--- src/core/timer_defines.svh ---
// Purpose: named constants of the triple down-counter timer
// Assumes: included by bare name wherever a constant is needed
// Notes:   control word keeps the conventional field order
`ifndef TIMER_DEFINES_SVH
`define TIMER_DEFINES_SVH

// Synchronised pin bundle; ticks idle low so reset makes no false tick edge
`define SYNC_W      19
`define SYNC_RST    19'h7FFC7
`define LINE_IDLE   1'b1

// Port codes on the select pins
`define PORT_CNT0   2'h0
`define PORT_CNT1   2'h1
`define PORT_CTRL   2'h3

// Control word fields
`define CW_SEL      7:6
`define CW_ACC      5:4
`define CW_FN       3:1
`define CW_BCD      0
`define CW_LOW6     5:0
`define SEL_MULTI   2'h3

// Access order codes
`define ACC_LATCH   2'h0
`define ACC_LOW     2'h1
`define ACC_HIGH    2'h2
`define ACC_BOTH    2'h3

// Multiple latch command bits, both flags active low
`define ML_CNT_N    5
`define ML_STS_N    4
`define ML_CH_LO    1

// Counting functions
`define MODE_0      3'h0
`define MODE_1      3'h1
`define MODE_2      3'h2
`define MODE_3      3'h3
`define MODE_4      3'h4
`define MODE_5      3'h5

// Count values and byte lanes
`define LO_BYTE     7:0
`define HI_BYTE     15:8
`define BYTE_ZERO   8'h00
`define CNT_ZERO    16'h0000
`define CNT_ONE     16'h0001
`define CNT_TWO     16'h0002
`define BCD_DIGITS  4
`define BCD_W       4
`define DIGIT_NINE  4'h9
`define DIGIT_ONE   4'h1
`define DIGIT_ZERO  4'h0

`endif

--- src/core/timer_pkg.sv ---
// Purpose: types shared by the timer modules
// Assumes: timer_defines.svh supplies the widths
// Notes:   all state lives in packed structs
`include "timer_defines.svh"
package timer_pkg;

   typedef enum logic [1:0] {
      PH_IDLE = 2'b00,
      PH_WAIT = 2'b01,
      PH_RUN  = 2'b11,
      PH_DONE = 2'b10
   } phase_t;

   typedef struct packed {
      logic [5:0]  ctrl;
      logic [15:0] countReg;
      logic [15:0] down;
      logic [15:0] latchVal;
      logic [7:0]  statLatch;
      logic        latched;
      logic        statLatched;
      logic        wrHiNext;
      logic        rdHiNext;
      logic        out;
      logic        nullCnt;
      logic        trig;
      logic        gatePrev;
      logic        tickPrev;
      phase_t      phase;
   } chan_t;

   typedef struct packed {
      chan_t [2:0] ch;
      logic [7:0]  busOut;
      logic        busOeN;
      logic        wrPrev;
      logic        rdPrev;
   } core_t;

   typedef struct packed {
      logic [`SYNC_W-1:0] first;
      logic [`SYNC_W-1:0] second;
   } sync_t;

endpackage

--- src/core/pin_sync_if.sv ---
// Purpose: synchronised pin levels from the synchroniser to the core
// Assumes: one clock domain
// Notes:   active-low strobes keep their polarity
`timescale 1ns/100ps
interface pin_sync_if;
   logic       chipSelN;
   logic       readN;
   logic       writeN;
   logic [1:0] portSel;
   logic [7:0] busIn;
   logic [2:0] tick;
   logic [2:0] permit;

   modport syncSide (output chipSelN, readN, writeN, portSel, busIn, tick, permit);
   modport coreSide (input  chipSelN, readN, writeN, portSel, busIn, tick, permit);
endinterface

--- src/core/pin_sync.sv ---
// Purpose: two-stage synchroniser for every pin input
// Assumes: pins are asynchronous to clock
// Notes:   first stage feeds only the second stage
`timescale 1ns/100ps
`include "timer_defines.svh"
module pin_sync
   import timer_pkg::*;
(
   // Clock and reset
   input  wire logic               clock,
   input  wire logic               rst_n,
   // Raw pins and synchronised view
   input  wire logic [`SYNC_W-1:0] rawPins,
   pin_sync_if.syncSide            syncd
);

   sync_t s_q;
   sync_t s_d;

   always_comb begin
      s_d.first  = rawPins;
      s_d.second = s_q.first;
   end

   always_ff @(posedge clock or negedge rst_n) begin
      if (!rst_n) begin
         s_q.first  <= `SYNC_RST;
         s_q.second <= `SYNC_RST;
      end else begin
         s_q <= s_d;
      end
   end

   assign {syncd.chipSelN, syncd.readN, syncd.writeN, syncd.portSel,
           syncd.busIn, syncd.tick, syncd.permit} = s_q.second;

endmodule

--- src/core/triple_timer.sv ---
// Purpose: three 16-bit down counters behind an 8-bit strobed host port
// Assumes: 125 MHz clock, all pins asynchronous and synchronised first
// Notes:   counters step on the falling edge of their tick input
//
// Summary of operation
// Drive data bus only while chip selected
// Host selects chip for every access
// Low strobe means read or write
// Port codes pick counter zero, one, two, control
// Data taken at write strobe rising edge
// Control register is write only
// Down counter runs binary or decimal
// Count register bytewise, moved whole
// Single byte write zeroes other byte
// Counting starts after the move
// Count latch follows the down counter
// Latch command freezes value until read
// Mode write copies low six bits
// Status top bits show pin, null
// Multiple latch captures status until read
// Gate inhibits or triggers by mode
// Result pin usable as interrupt request
// Bit seven pin state, six null
// Null set on writes, cleared on move
// Range FFFF binary, 9999 decimal
// Unread latch ignores further latch commands
// Six counting modes, zero to five
`timescale 1ns/100ps
`include "timer_defines.svh"
module triple_timer
   import timer_pkg::*;
(
   // Clock and reset
   input  wire logic       clock,
   input  wire logic       rst_n,
   // Host port
   input  wire logic       chipSelN,
   input  wire logic       readN,
   input  wire logic       writeN,
   input  wire logic [1:0] portSelect,
   input  wire logic [7:0] hostBusIn,
   output logic      [7:0] hostBusOut,
   output logic            hostBusOeN,
   // Counter pins
   input  wire logic [2:0] countTick,
   input  wire logic [2:0] countPermitPin,
   output logic      [2:0] timerResultPin
);

   pin_sync_if syncd ();

   core_t      st_q;
   core_t      st_d;
   logic       wrEvt;
   logic       rdEvt;
   logic [1:0] port;
   logic [7:0] din;

   pin_sync u_sync (
      .clock   (clock),
      .rst_n   (rst_n),
      .rawPins ({chipSelN, readN, writeN, portSelect, hostBusIn,
                 countTick, countPermitPin}),
      .syncd   (syncd)
   );

   assign port = syncd.portSel;
   assign din  = syncd.busIn;

   // Strobe ends only count while selected
   assign wrEvt = syncd.writeN && !st_q.wrPrev && !syncd.chipSelN;
   assign rdEvt = syncd.readN && !st_q.rdPrev && !syncd.chipSelN;

   // One step down; zero wraps to the top of the range
   function automatic logic [15:0] decOne(input logic [15:0] v, input logic bcd);
      logic [15:0] r;
      logic        borrow;
      r      = v;
      borrow = 1'b1;
      if (!bcd) begin
         r = v - `CNT_ONE;
      end else begin
         for (int k = 0; k < `BCD_DIGITS; k++) begin
            if (borrow) begin
               if (r[k*`BCD_W +: `BCD_W] == `DIGIT_ZERO) begin
                  r[k*`BCD_W +: `BCD_W] = `DIGIT_NINE;
               end else begin
                  r[k*`BCD_W +: `BCD_W] = r[k*`BCD_W +: `BCD_W] - `DIGIT_ONE;
                  borrow = 1'b0;
               end
            end
         end
      end
      return r;
   endfunction

   // Functions six and seven alias two and three
   function automatic logic [2:0] effMode(input logic [2:0] fn);
      return fn[1] ? {1'b0, fn[1:0]} : fn;
   endfunction

   function automatic logic [7:0] statusOf(input chan_t c);
      return {c.out, c.nullCnt, c.ctrl};
   endfunction

   function automatic chan_t loadCount(input chan_t c);
      chan_t r;
      r         = c;
      r.down    = c.countReg;
      r.nullCnt = 1'b0;
      r.trig    = 1'b0;
      return r;
   endfunction

   always_comb begin
      chan_t       c;
      logic [2:0]  m;
      logic [15:0] v;
      logic        done;
      logic        tickRise;
      logic        tickFall;
      logic        en;
      c        = '0;
      m        = `MODE_0;
      v        = `CNT_ZERO;
      done     = 1'b0;
      tickRise = 1'b0;
      tickFall = 1'b0;
      en       = 1'b0;
      st_d        = st_q;
      st_d.wrPrev = syncd.writeN;
      st_d.rdPrev = syncd.readN;
      // Control port reads float the bus rather than leak the command
      st_d.busOeN = syncd.chipSelN || syncd.readN || (port == `PORT_CTRL);
      for (int i = 0; i < 3; i++) begin
         c = st_q.ch[i];
         m = effMode(c.ctrl[`CW_FN]);
         if (!c.latched) begin
            c.latchVal = c.down;
         end

         // Read data: pending status goes out before the count
         if (port == 2'(i)) begin
            v = st_q.ch[i].latchVal;
            if (c.statLatched) begin
               st_d.busOut = c.statLatch;
            end else begin
               case (c.ctrl[`CW_ACC])
                  `ACC_HIGH: st_d.busOut = v[`HI_BYTE];
                  `ACC_BOTH: st_d.busOut = c.rdHiNext ? v[`HI_BYTE] : v[`LO_BYTE];
                  default:   st_d.busOut = v[`LO_BYTE];
               endcase
            end
         end
         if (rdEvt && port == 2'(i)) begin
            if (c.statLatched) begin
               c.statLatched = 1'b0;
            end else if (c.ctrl[`CW_ACC] == `ACC_BOTH && !c.rdHiNext) begin
               c.rdHiNext = 1'b1;
            end else begin
               c.rdHiNext = 1'b0;
               c.latched  = 1'b0;
            end
         end

         // Count write
         if (wrEvt && port == 2'(i)) begin
            done = 1'b1;
            case (c.ctrl[`CW_ACC])
               `ACC_LOW:  c.countReg = {`BYTE_ZERO, din};
               `ACC_HIGH: c.countReg = {din, `BYTE_ZERO};
               default: begin
                  if (!c.wrHiNext) begin
                     c.countReg[`LO_BYTE] = din;
                     c.wrHiNext = 1'b1;
                     done = 1'b0;
                  end else begin
                     c.countReg[`HI_BYTE] = din;
                     c.wrHiNext = 1'b0;
                  end
               end
            endcase
            if (done) begin
               c.nullCnt = 1'b1;
               if (m == `MODE_0) begin
                  c.out = 1'b0;
               end
               // Rate modes pick the new count up at their next reload
               if (c.phase == PH_IDLE || !m[1]) begin
                  c.phase = PH_WAIT;
               end
            end
         end

         // Control write
         if (wrEvt && port == `PORT_CTRL) begin
            if (din[`CW_SEL] == `SEL_MULTI) begin
               if (din[`ML_CH_LO + i]) begin
                  if (!din[`ML_CNT_N] && !c.latched) begin
                     c.latched = 1'b1;
                  end
                  if (!din[`ML_STS_N] && !c.statLatched) begin
                     c.statLatch   = statusOf(st_q.ch[i]);
                     c.statLatched = 1'b1;
                  end
               end
            end else if (din[`CW_SEL] == 2'(i)) begin
               if (din[`CW_ACC] == `ACC_LATCH) begin
                  if (!c.latched) begin
                     c.latched = 1'b1;
                  end
               end else begin
                  c.ctrl        = din[`CW_LOW6];
                  c.nullCnt     = 1'b1;
                  c.phase       = PH_IDLE;
                  c.out         = (effMode(din[`CW_FN]) != `MODE_0);
                  c.wrHiNext    = 1'b0;
                  c.rdHiNext    = 1'b0;
                  c.latched     = 1'b0;
                  c.statLatched = 1'b0;
                  c.trig        = 1'b0;
               end
            end
         end

         // Gate edge sampled on the tick rise, gate level and stepping taken on the tick fall
         m        = effMode(c.ctrl[`CW_FN]);
         tickRise = syncd.tick[i] && !c.tickPrev;
         tickFall = !syncd.tick[i] && c.tickPrev;
         c.tickPrev = syncd.tick[i];
         if (tickRise) begin
            if (syncd.permit[i] && !c.gatePrev) begin
               c.trig = 1'b1;
            end
            c.gatePrev = syncd.permit[i];
         end
         // Triggered modes ignore the gate level
         en = syncd.permit[i] || (m[0] && !m[1]);
         if (m[1] && !syncd.permit[i]) begin
            c.out = 1'b1;
         end
         if (tickFall) begin
            case (c.phase)
               PH_WAIT: begin
                  if (!(m[0] && !m[1]) || c.trig) begin
                     c       = loadCount(c);
                     c.phase = PH_RUN;
                     if (m == `MODE_1) begin
                        c.out = 1'b0;
                     end
                  end
               end
               PH_RUN: begin
                  if (c.trig && m != `MODE_0 && m != `MODE_4) begin
                     c = loadCount(c);
                     if (m == `MODE_1) begin
                        c.out = 1'b0;
                     end
                  end else if (en) begin
                     case (m)
                        `MODE_2: begin
                           if (c.down == `CNT_ONE) begin
                              c     = loadCount(c);
                              c.out = 1'b1;
                           end else begin
                              c.down = decOne(c.down, c.ctrl[`CW_BCD]);
                              if (c.down == `CNT_ONE) begin
                                 c.out = 1'b0;
                              end
                           end
                        end
                        `MODE_3: begin
                           if (c.down == `CNT_TWO || c.down == `CNT_ONE) begin
                              c     = loadCount(c);
                              c.out = !c.out;
                           end else begin
                              c.down = decOne(decOne(c.down, c.ctrl[`CW_BCD]),
                                              c.ctrl[`CW_BCD]);
                           end
                        end
                        `MODE_4, `MODE_5: begin
                           c.down = decOne(c.down, c.ctrl[`CW_BCD]);
                           if (c.down == `CNT_ZERO) begin
                              c.out   = 1'b0;
                              c.phase = PH_DONE;
                           end
                        end
                        default: begin
                           c.down = decOne(c.down, c.ctrl[`CW_BCD]);
                           if (c.down == `CNT_ZERO) begin
                              c.out = 1'b1;
                           end
                        end
                     endcase
                  end
               end
               PH_DONE: begin
                  // Strobe lasts one tick; only a gate trigger restarts mode 5, mode 4 waits for a new count
                  c.out = 1'b1;
                  if (c.trig && m == `MODE_5) begin
                     c       = loadCount(c);
                     c.phase = PH_RUN;
                  end
               end
               default: begin
                  c.phase = PH_IDLE;
               end
            endcase
         end
         st_d.ch[i] = c;
      end
   end

   always_ff @(posedge clock or negedge rst_n) begin
      if (!rst_n) begin
         st_q        <= '0;
         st_q.busOeN <= `LINE_IDLE;
         st_q.wrPrev <= `LINE_IDLE;
         st_q.rdPrev <= `LINE_IDLE;
      end else begin
         st_q <= st_d;
      end
   end

   assign hostBusOut     = st_q.busOut;
   assign hostBusOeN     = st_q.busOeN;
   assign timerResultPin = {st_q.ch[2].out, st_q.ch[1].out, st_q.ch[0].out};

   busFloat_a: assert property (@(posedge clock) disable iff (!rst_n)
      syncd.chipSelN |=> hostBusOeN)
      else $error("data bus driven while deselected");

   readOnly_a: assert property (@(posedge clock) disable iff (!rst_n)
      !hostBusOeN |-> !$past(syncd.readN))
      else $error("data bus driven without a read strobe");

   ctrlHidden_a: assert property (@(posedge clock) disable iff (!rst_n)
      port == `PORT_CTRL |=> hostBusOeN)
      else $error("control port read drove the bus");

   byteZero_a: assert property (@(posedge clock) disable iff (!rst_n)
      wrEvt && port == `PORT_CNT1 && st_q.ch[1].ctrl[`CW_ACC] == `ACC_LOW
      |=> st_q.ch[1].countReg == {`BYTE_ZERO, $past(din)})
      else $error("single byte count write wrong");

   modeCopy_a: assert property (@(posedge clock) disable iff (!rst_n)
      wrEvt && port == `PORT_CTRL && din[`CW_SEL] == `PORT_CNT0
      && din[`CW_ACC] != `ACC_LATCH
      |=> st_q.ch[0].ctrl == $past(din[`CW_LOW6]) && st_q.ch[0].nullCnt)
      else $error("mode write not copied to status");

   countMove_a: assert property (@(posedge clock) disable iff (!rst_n)
      $past(st_q.ch[0].phase) == PH_WAIT && st_q.ch[0].phase == PH_RUN
      |-> st_q.ch[0].down == st_q.ch[0].countReg && !st_q.ch[0].nullCnt)
      else $error("count transfer wrong");

   latchFollow_a: assert property (@(posedge clock) disable iff (!rst_n)
      !$past(st_q.ch[0].latched) |-> st_q.ch[0].latchVal == $past(st_q.ch[0].down))
      else $error("count latch not following");

   latchHold_a: assert property (@(posedge clock) disable iff (!rst_n)
      st_q.ch[0].latched && !(rdEvt && port == `PORT_CNT0)
      |=> $stable(st_q.ch[0].latchVal))
      else $error("latched count changed before read");

   statusCap_a: assert property (@(posedge clock) disable iff (!rst_n)
      wrEvt && port == `PORT_CTRL && din[`CW_SEL] == `SEL_MULTI
      && din[`ML_CH_LO] && !din[`ML_STS_N] && !st_q.ch[0].statLatched
      |=> st_q.ch[0].statLatched
      && st_q.ch[0].statLatch == {$past(st_q.ch[0].out), $past(st_q.ch[0].nullCnt),
                                  $past(st_q.ch[0].ctrl)})
      else $error("status latch capture wrong");

endmodule

--- config.mk ---
export PLATFORM = sky130hd
export DESIGN_NAME = triple_timer
export DESIGN_NICKNAME = d
export VERILOG_FILES = /design/src/core/timer_pkg.sv /design/src/core/pin_sync_if.sv /design/src/core/pin_sync.sv /design/src/core/triple_timer.sv
export VERILOG_INCLUDE_DIRS = /design/src /design/src/core
export SDC_FILE = /design/constraint.sdc
export NUM_CORES = 1
export LEC_CHECK = 0
export BUFFER_PORTS_ARGS = -buffer_cell sky130_fd_sc_hd__buf_2
export CAP_MARGIN = 20
export CORE_MARGIN = 3
export CORE_UTILIZATION = 55
export DETAILED_ROUTE_END_ITERATION = 10
export PLACE_DENSITY = 0.74
export SYNTH_ARGS = -nofsm -noshare
export SYNTH_HDL_FRONTEND = slang
export SYNTH_HIERARCHICAL = 1
export SYNTH_SLANG_ARGS = --single-unit
--- constraint.sdc ---
create_clock -name clock -period 4 [get_ports clock]
set_input_delay 0.6 -clock clock [delete_from_list [all_inputs] [get_ports clock]]
set_output_delay 0.6 -clock clock [all_outputs]
set_load 0.05 [all_outputs]
==> results.cfg <==
[routing]
dr.pass1.iters = 5
viasPerCell = 6.685
vias = 17550
drt_iter0_drc = 2562
finalWirelength_mm = 59.93
drc = 0
postRouteAntennaNets = 0
wl_per_cell_um = 22.83

[yosys]
synth_cells = 2116
yosysSeqAreaShare = 0.3762
yosysMostFrequentCell = nand2_1
ys_warn_count = 6
synth_top_area_frac = 0.3249
synth-async-reset-ratio = 1.000
synth_commonest_cells = nand2_1, dfrtp_1, o21ai_0, nor2_1, a21oi_1
ys_top_cells_by_area = dfrtp_1, nand2_1, dfstp_2
ys.flop_type = dfrtp_1
yosysTopAreaCell = dfrtp_1
synth.net_count = 2170
syn-cell-area_um2 = 17940
ys_seq_elements = 268
syn_avg_cell_area_um2 = 8.480
synth_edf_count = 0
synth_cell_types = 100

[power]
p_leak_nw = 8.736
swShare = 0.4554
pwr-share-seq = 0.267
vdd_ir_drop_max_mv = 0.5128
pwr-share-clk = 0.200
p_int_w = 0.008500
combPwrFrac = 0.533
total_power_w = 0.01561
power.density_nw_per_um2 = 772.0
p_sw_w = 0.007108

[final_layout]
fillCellCount = 2811
nNetsFinal = 2220
final_cell_count_no_fill = 2625
drive_above_1_share = 0.1840
final_core_util = 0.6341
n_antenna_cell = 0
area_delta_synth_final_pct = 12.66

[critical_path]
arrival_ns = 4.28
crit_family = simple AND/OR/NAND/NOR gates
reg2reg_from = st_q[120]$_DFFE_PN0P_
crit_path_max_incr_delay_ns = 0.50
ff2ff_path_depth = 13
cp.depth = 13
cp_max_fo = 7
slowest_stage = or3b_2
reg2reg_to = st_q[133]$_DFFE_PN0P_
critPathBufInv = 2
required_ns = 4.49
crit_chain = inv_1 -> ha_1 -> or3b_2 -> xnor2_1 -> or3_1 -> mux2i_2 -> nand3_1 -> or2_1 -> nor4_1 -> buf_4 -> a21oi_1 -> or3b_1 -> a41oi_2
cp-start-kind = register
end_kind = register
reg2reg_setup_slack_ns = 0.21
path_class = register to register

[global_route]
first_global_vias = 16340
grt-ovfl-total = 0
grt_pass1_wl_mm = 94.45
antenna_found_initial = 1
grt_max_degree = 99
grt_usage = 0.3347

[clocking]
numCtsBuffers = 30
path_clk_slew_ns = 0.06
insertion_delay_ns = 0.57
cts_tree = done
h-tree-depth = 1
clockBufferDepth = 3
cts-root-buf = clkbuf_16
clock-sinks = 268

[flow_run]
max-cap-violations = 0

[sta]
worstMarginPinSlew_ns = 0.8666
slew_headroom = 0.4223
rsz0062_at_grt = no
min_period_over_period = 0.9481
setup_viol = 0
min_period_ns = 3.792
worst_clock_skew_ns = 0.01616
max_freq_ghz = 0.2637
whs_ns = 0.03251
hold_viol_final = 0
setup_tns_ns = 0
finalMaxSlewViolations = 0

[outcome]
status = completed

[die]
ios = 33
start_util = 0.5629
die_h_um = 186.6
die_x_um = 186.6
die_area_um2 = 34830
num_rows = 65
core_um2 = 31880

[place]
dp_cells = 2564
io_buffers = 32
place_congestion = 1.007
dp_hpwl_mm = 44.79

[worst_hold_path]
hp-class = input port to asynchronous set/reset pin
per-stage QoR:
step,setup slack (ns),cell area (µm²)
final,0.2077,20220
after global routing,0.01273,20220
after CTS,0.04973,20130
after detailed placement,0.07673,18990
after global placement,0.1604,18990
after floorplan,0.2078,17940
repair_timing:
item                                    4_1_cts  5_1_grt
hold buffers                                  0        0
resized for setup                             0       13
buffers inserted                              0        5
endpoints found under the setup margin        0       19
cell type report:
cell class | count | area [µm²] | share of cell area
Multi-Input combinational cell | 1614 | 10280 | 0.5084
Sequential cell | 268 | 6758 | 0.3343
Timing Repair Buffer | 160 | 1156 | 0.05719
Clock buffer | 41 | 893.4 | 0.04419
Tap cell | 435 | 544.3 | 0.02692
Inverter | 92 | 345.3 | 0.01708
Clock inverter | 15 | 242.7 | 0.01201
layout by cell type, fill, tap and decap left out, types with 23 or more instances in the layout:
cell,count
dfstp_2,33
clkbuf_16,31
buf_4,126
nand2_1,288
nor3_1,47
a211oi_1,39
o21ai_0,177
xnor2_1,33
mux2i_1,23
a31oi_1,34
ha_1,33
inv_1,87
dfrtp_1,233
nor2_1,157
buf_2,31
a22o_1,28
nand3_1,71
o31ai_1,25
mux2_2,81
a21oi_1,140
cell families (layout without fill, tap and decap cells):
family                     count (synthesis)  count (layout)  share of synthesized area
and+or+nand+nor                          747             747                     0.2010
AOI/OAI and AO/OA                        669             669                     0.2463
DFF                                      268             268                     0.3762
buffers and inverters                    234             308                    0.05390
muxes                                    113             113                    0.07426
xor gates and xnor gates                  52              52                    0.02538
adders and majority gates                 33              33                    0.02301
sequential cells by signal, summed over array words and instances (netlist names):
| register | count |
|---|---|
| hostBusOeN | 1 |
| hostBusOut | 8 |
| st_q | 218 |
| timerResultPin | 3 |
| u_sync/s_d | 19 |
| u_sync/syncd.busIn | 8 |
| u_sync/syncd.chipSelN | 1 |
| u_sync/syncd.permit | 3 |
| u_sync/syncd.portSel | 2 |
| u_sync/syncd.readN | 1 |
| u_sync/syncd.tick | 3 |
| u_sync/syncd.writeN | 1 |
worst max path at each step:
stage,start,endpoint,slack (ns)
finish,st_q[120]$_DFFE_PN0P_,st_q[133]$_DFFE_PN0P_,0.21
global route,u_sync/syncd.portSel[1]$_DFF_PN1_,timerResultPin[0]$_DFF_PN0_,0.01
CTS,st_q[193]$_DFFE_PN0P_,st_q[206]$_DFFE_PN0P_,0.05
detailed placement,st_q[193]$_DFFE_PN0P_,st_q[206]$_DFFE_PN0P_,0.08
global placement,st_q[193]$_DFFE_PN0P_,st_q[206]$_DFFE_PN0P_,0.16
floorplan,st_q[192]$_DFFE_PN0P_,st_q[206]$_DFFE_PN0P_,0.21
routing by layer:
layer	vias to the layer above	wire (µm)	global-route usage
li1	7853	-	-
met1	8514	25950	0.5006
met2	1037	26020	0.5004
met3	144	5896	0.05185
met4	0	2061	0.1056
met5	-	0	0
power by group through the flow:
stage	registers, W	logic, W	clock network (W)
2_1_floorplan	0.00373	0.00576	0
3_3_place_gp	0.00414	0.00793	0
3_5_place_dp	0.00416	0.00797	0
4_1_cts	0.00412	0.00804	0.00317
5_1_grt	0.00424	0.00903	0.00327
6_report	0.00416	0.00832	0.00313
worst register-to-register path: cells and delay by family (launching register included):
family | cells | cell delay (ns)
and+or+nand+nor | 6 | 2.00
DFF | 1 | 0.46
buffers and inverters | 2 | 0.38
muxes | 1 | 0.25
AOI/OAI and AO/OA | 2 | 0.23
adders and majority gates | 1 | 0.20
xor gates and xnor gates | 1 | 0.18
No activity file was read; power rests on OpenSTA's default activity.
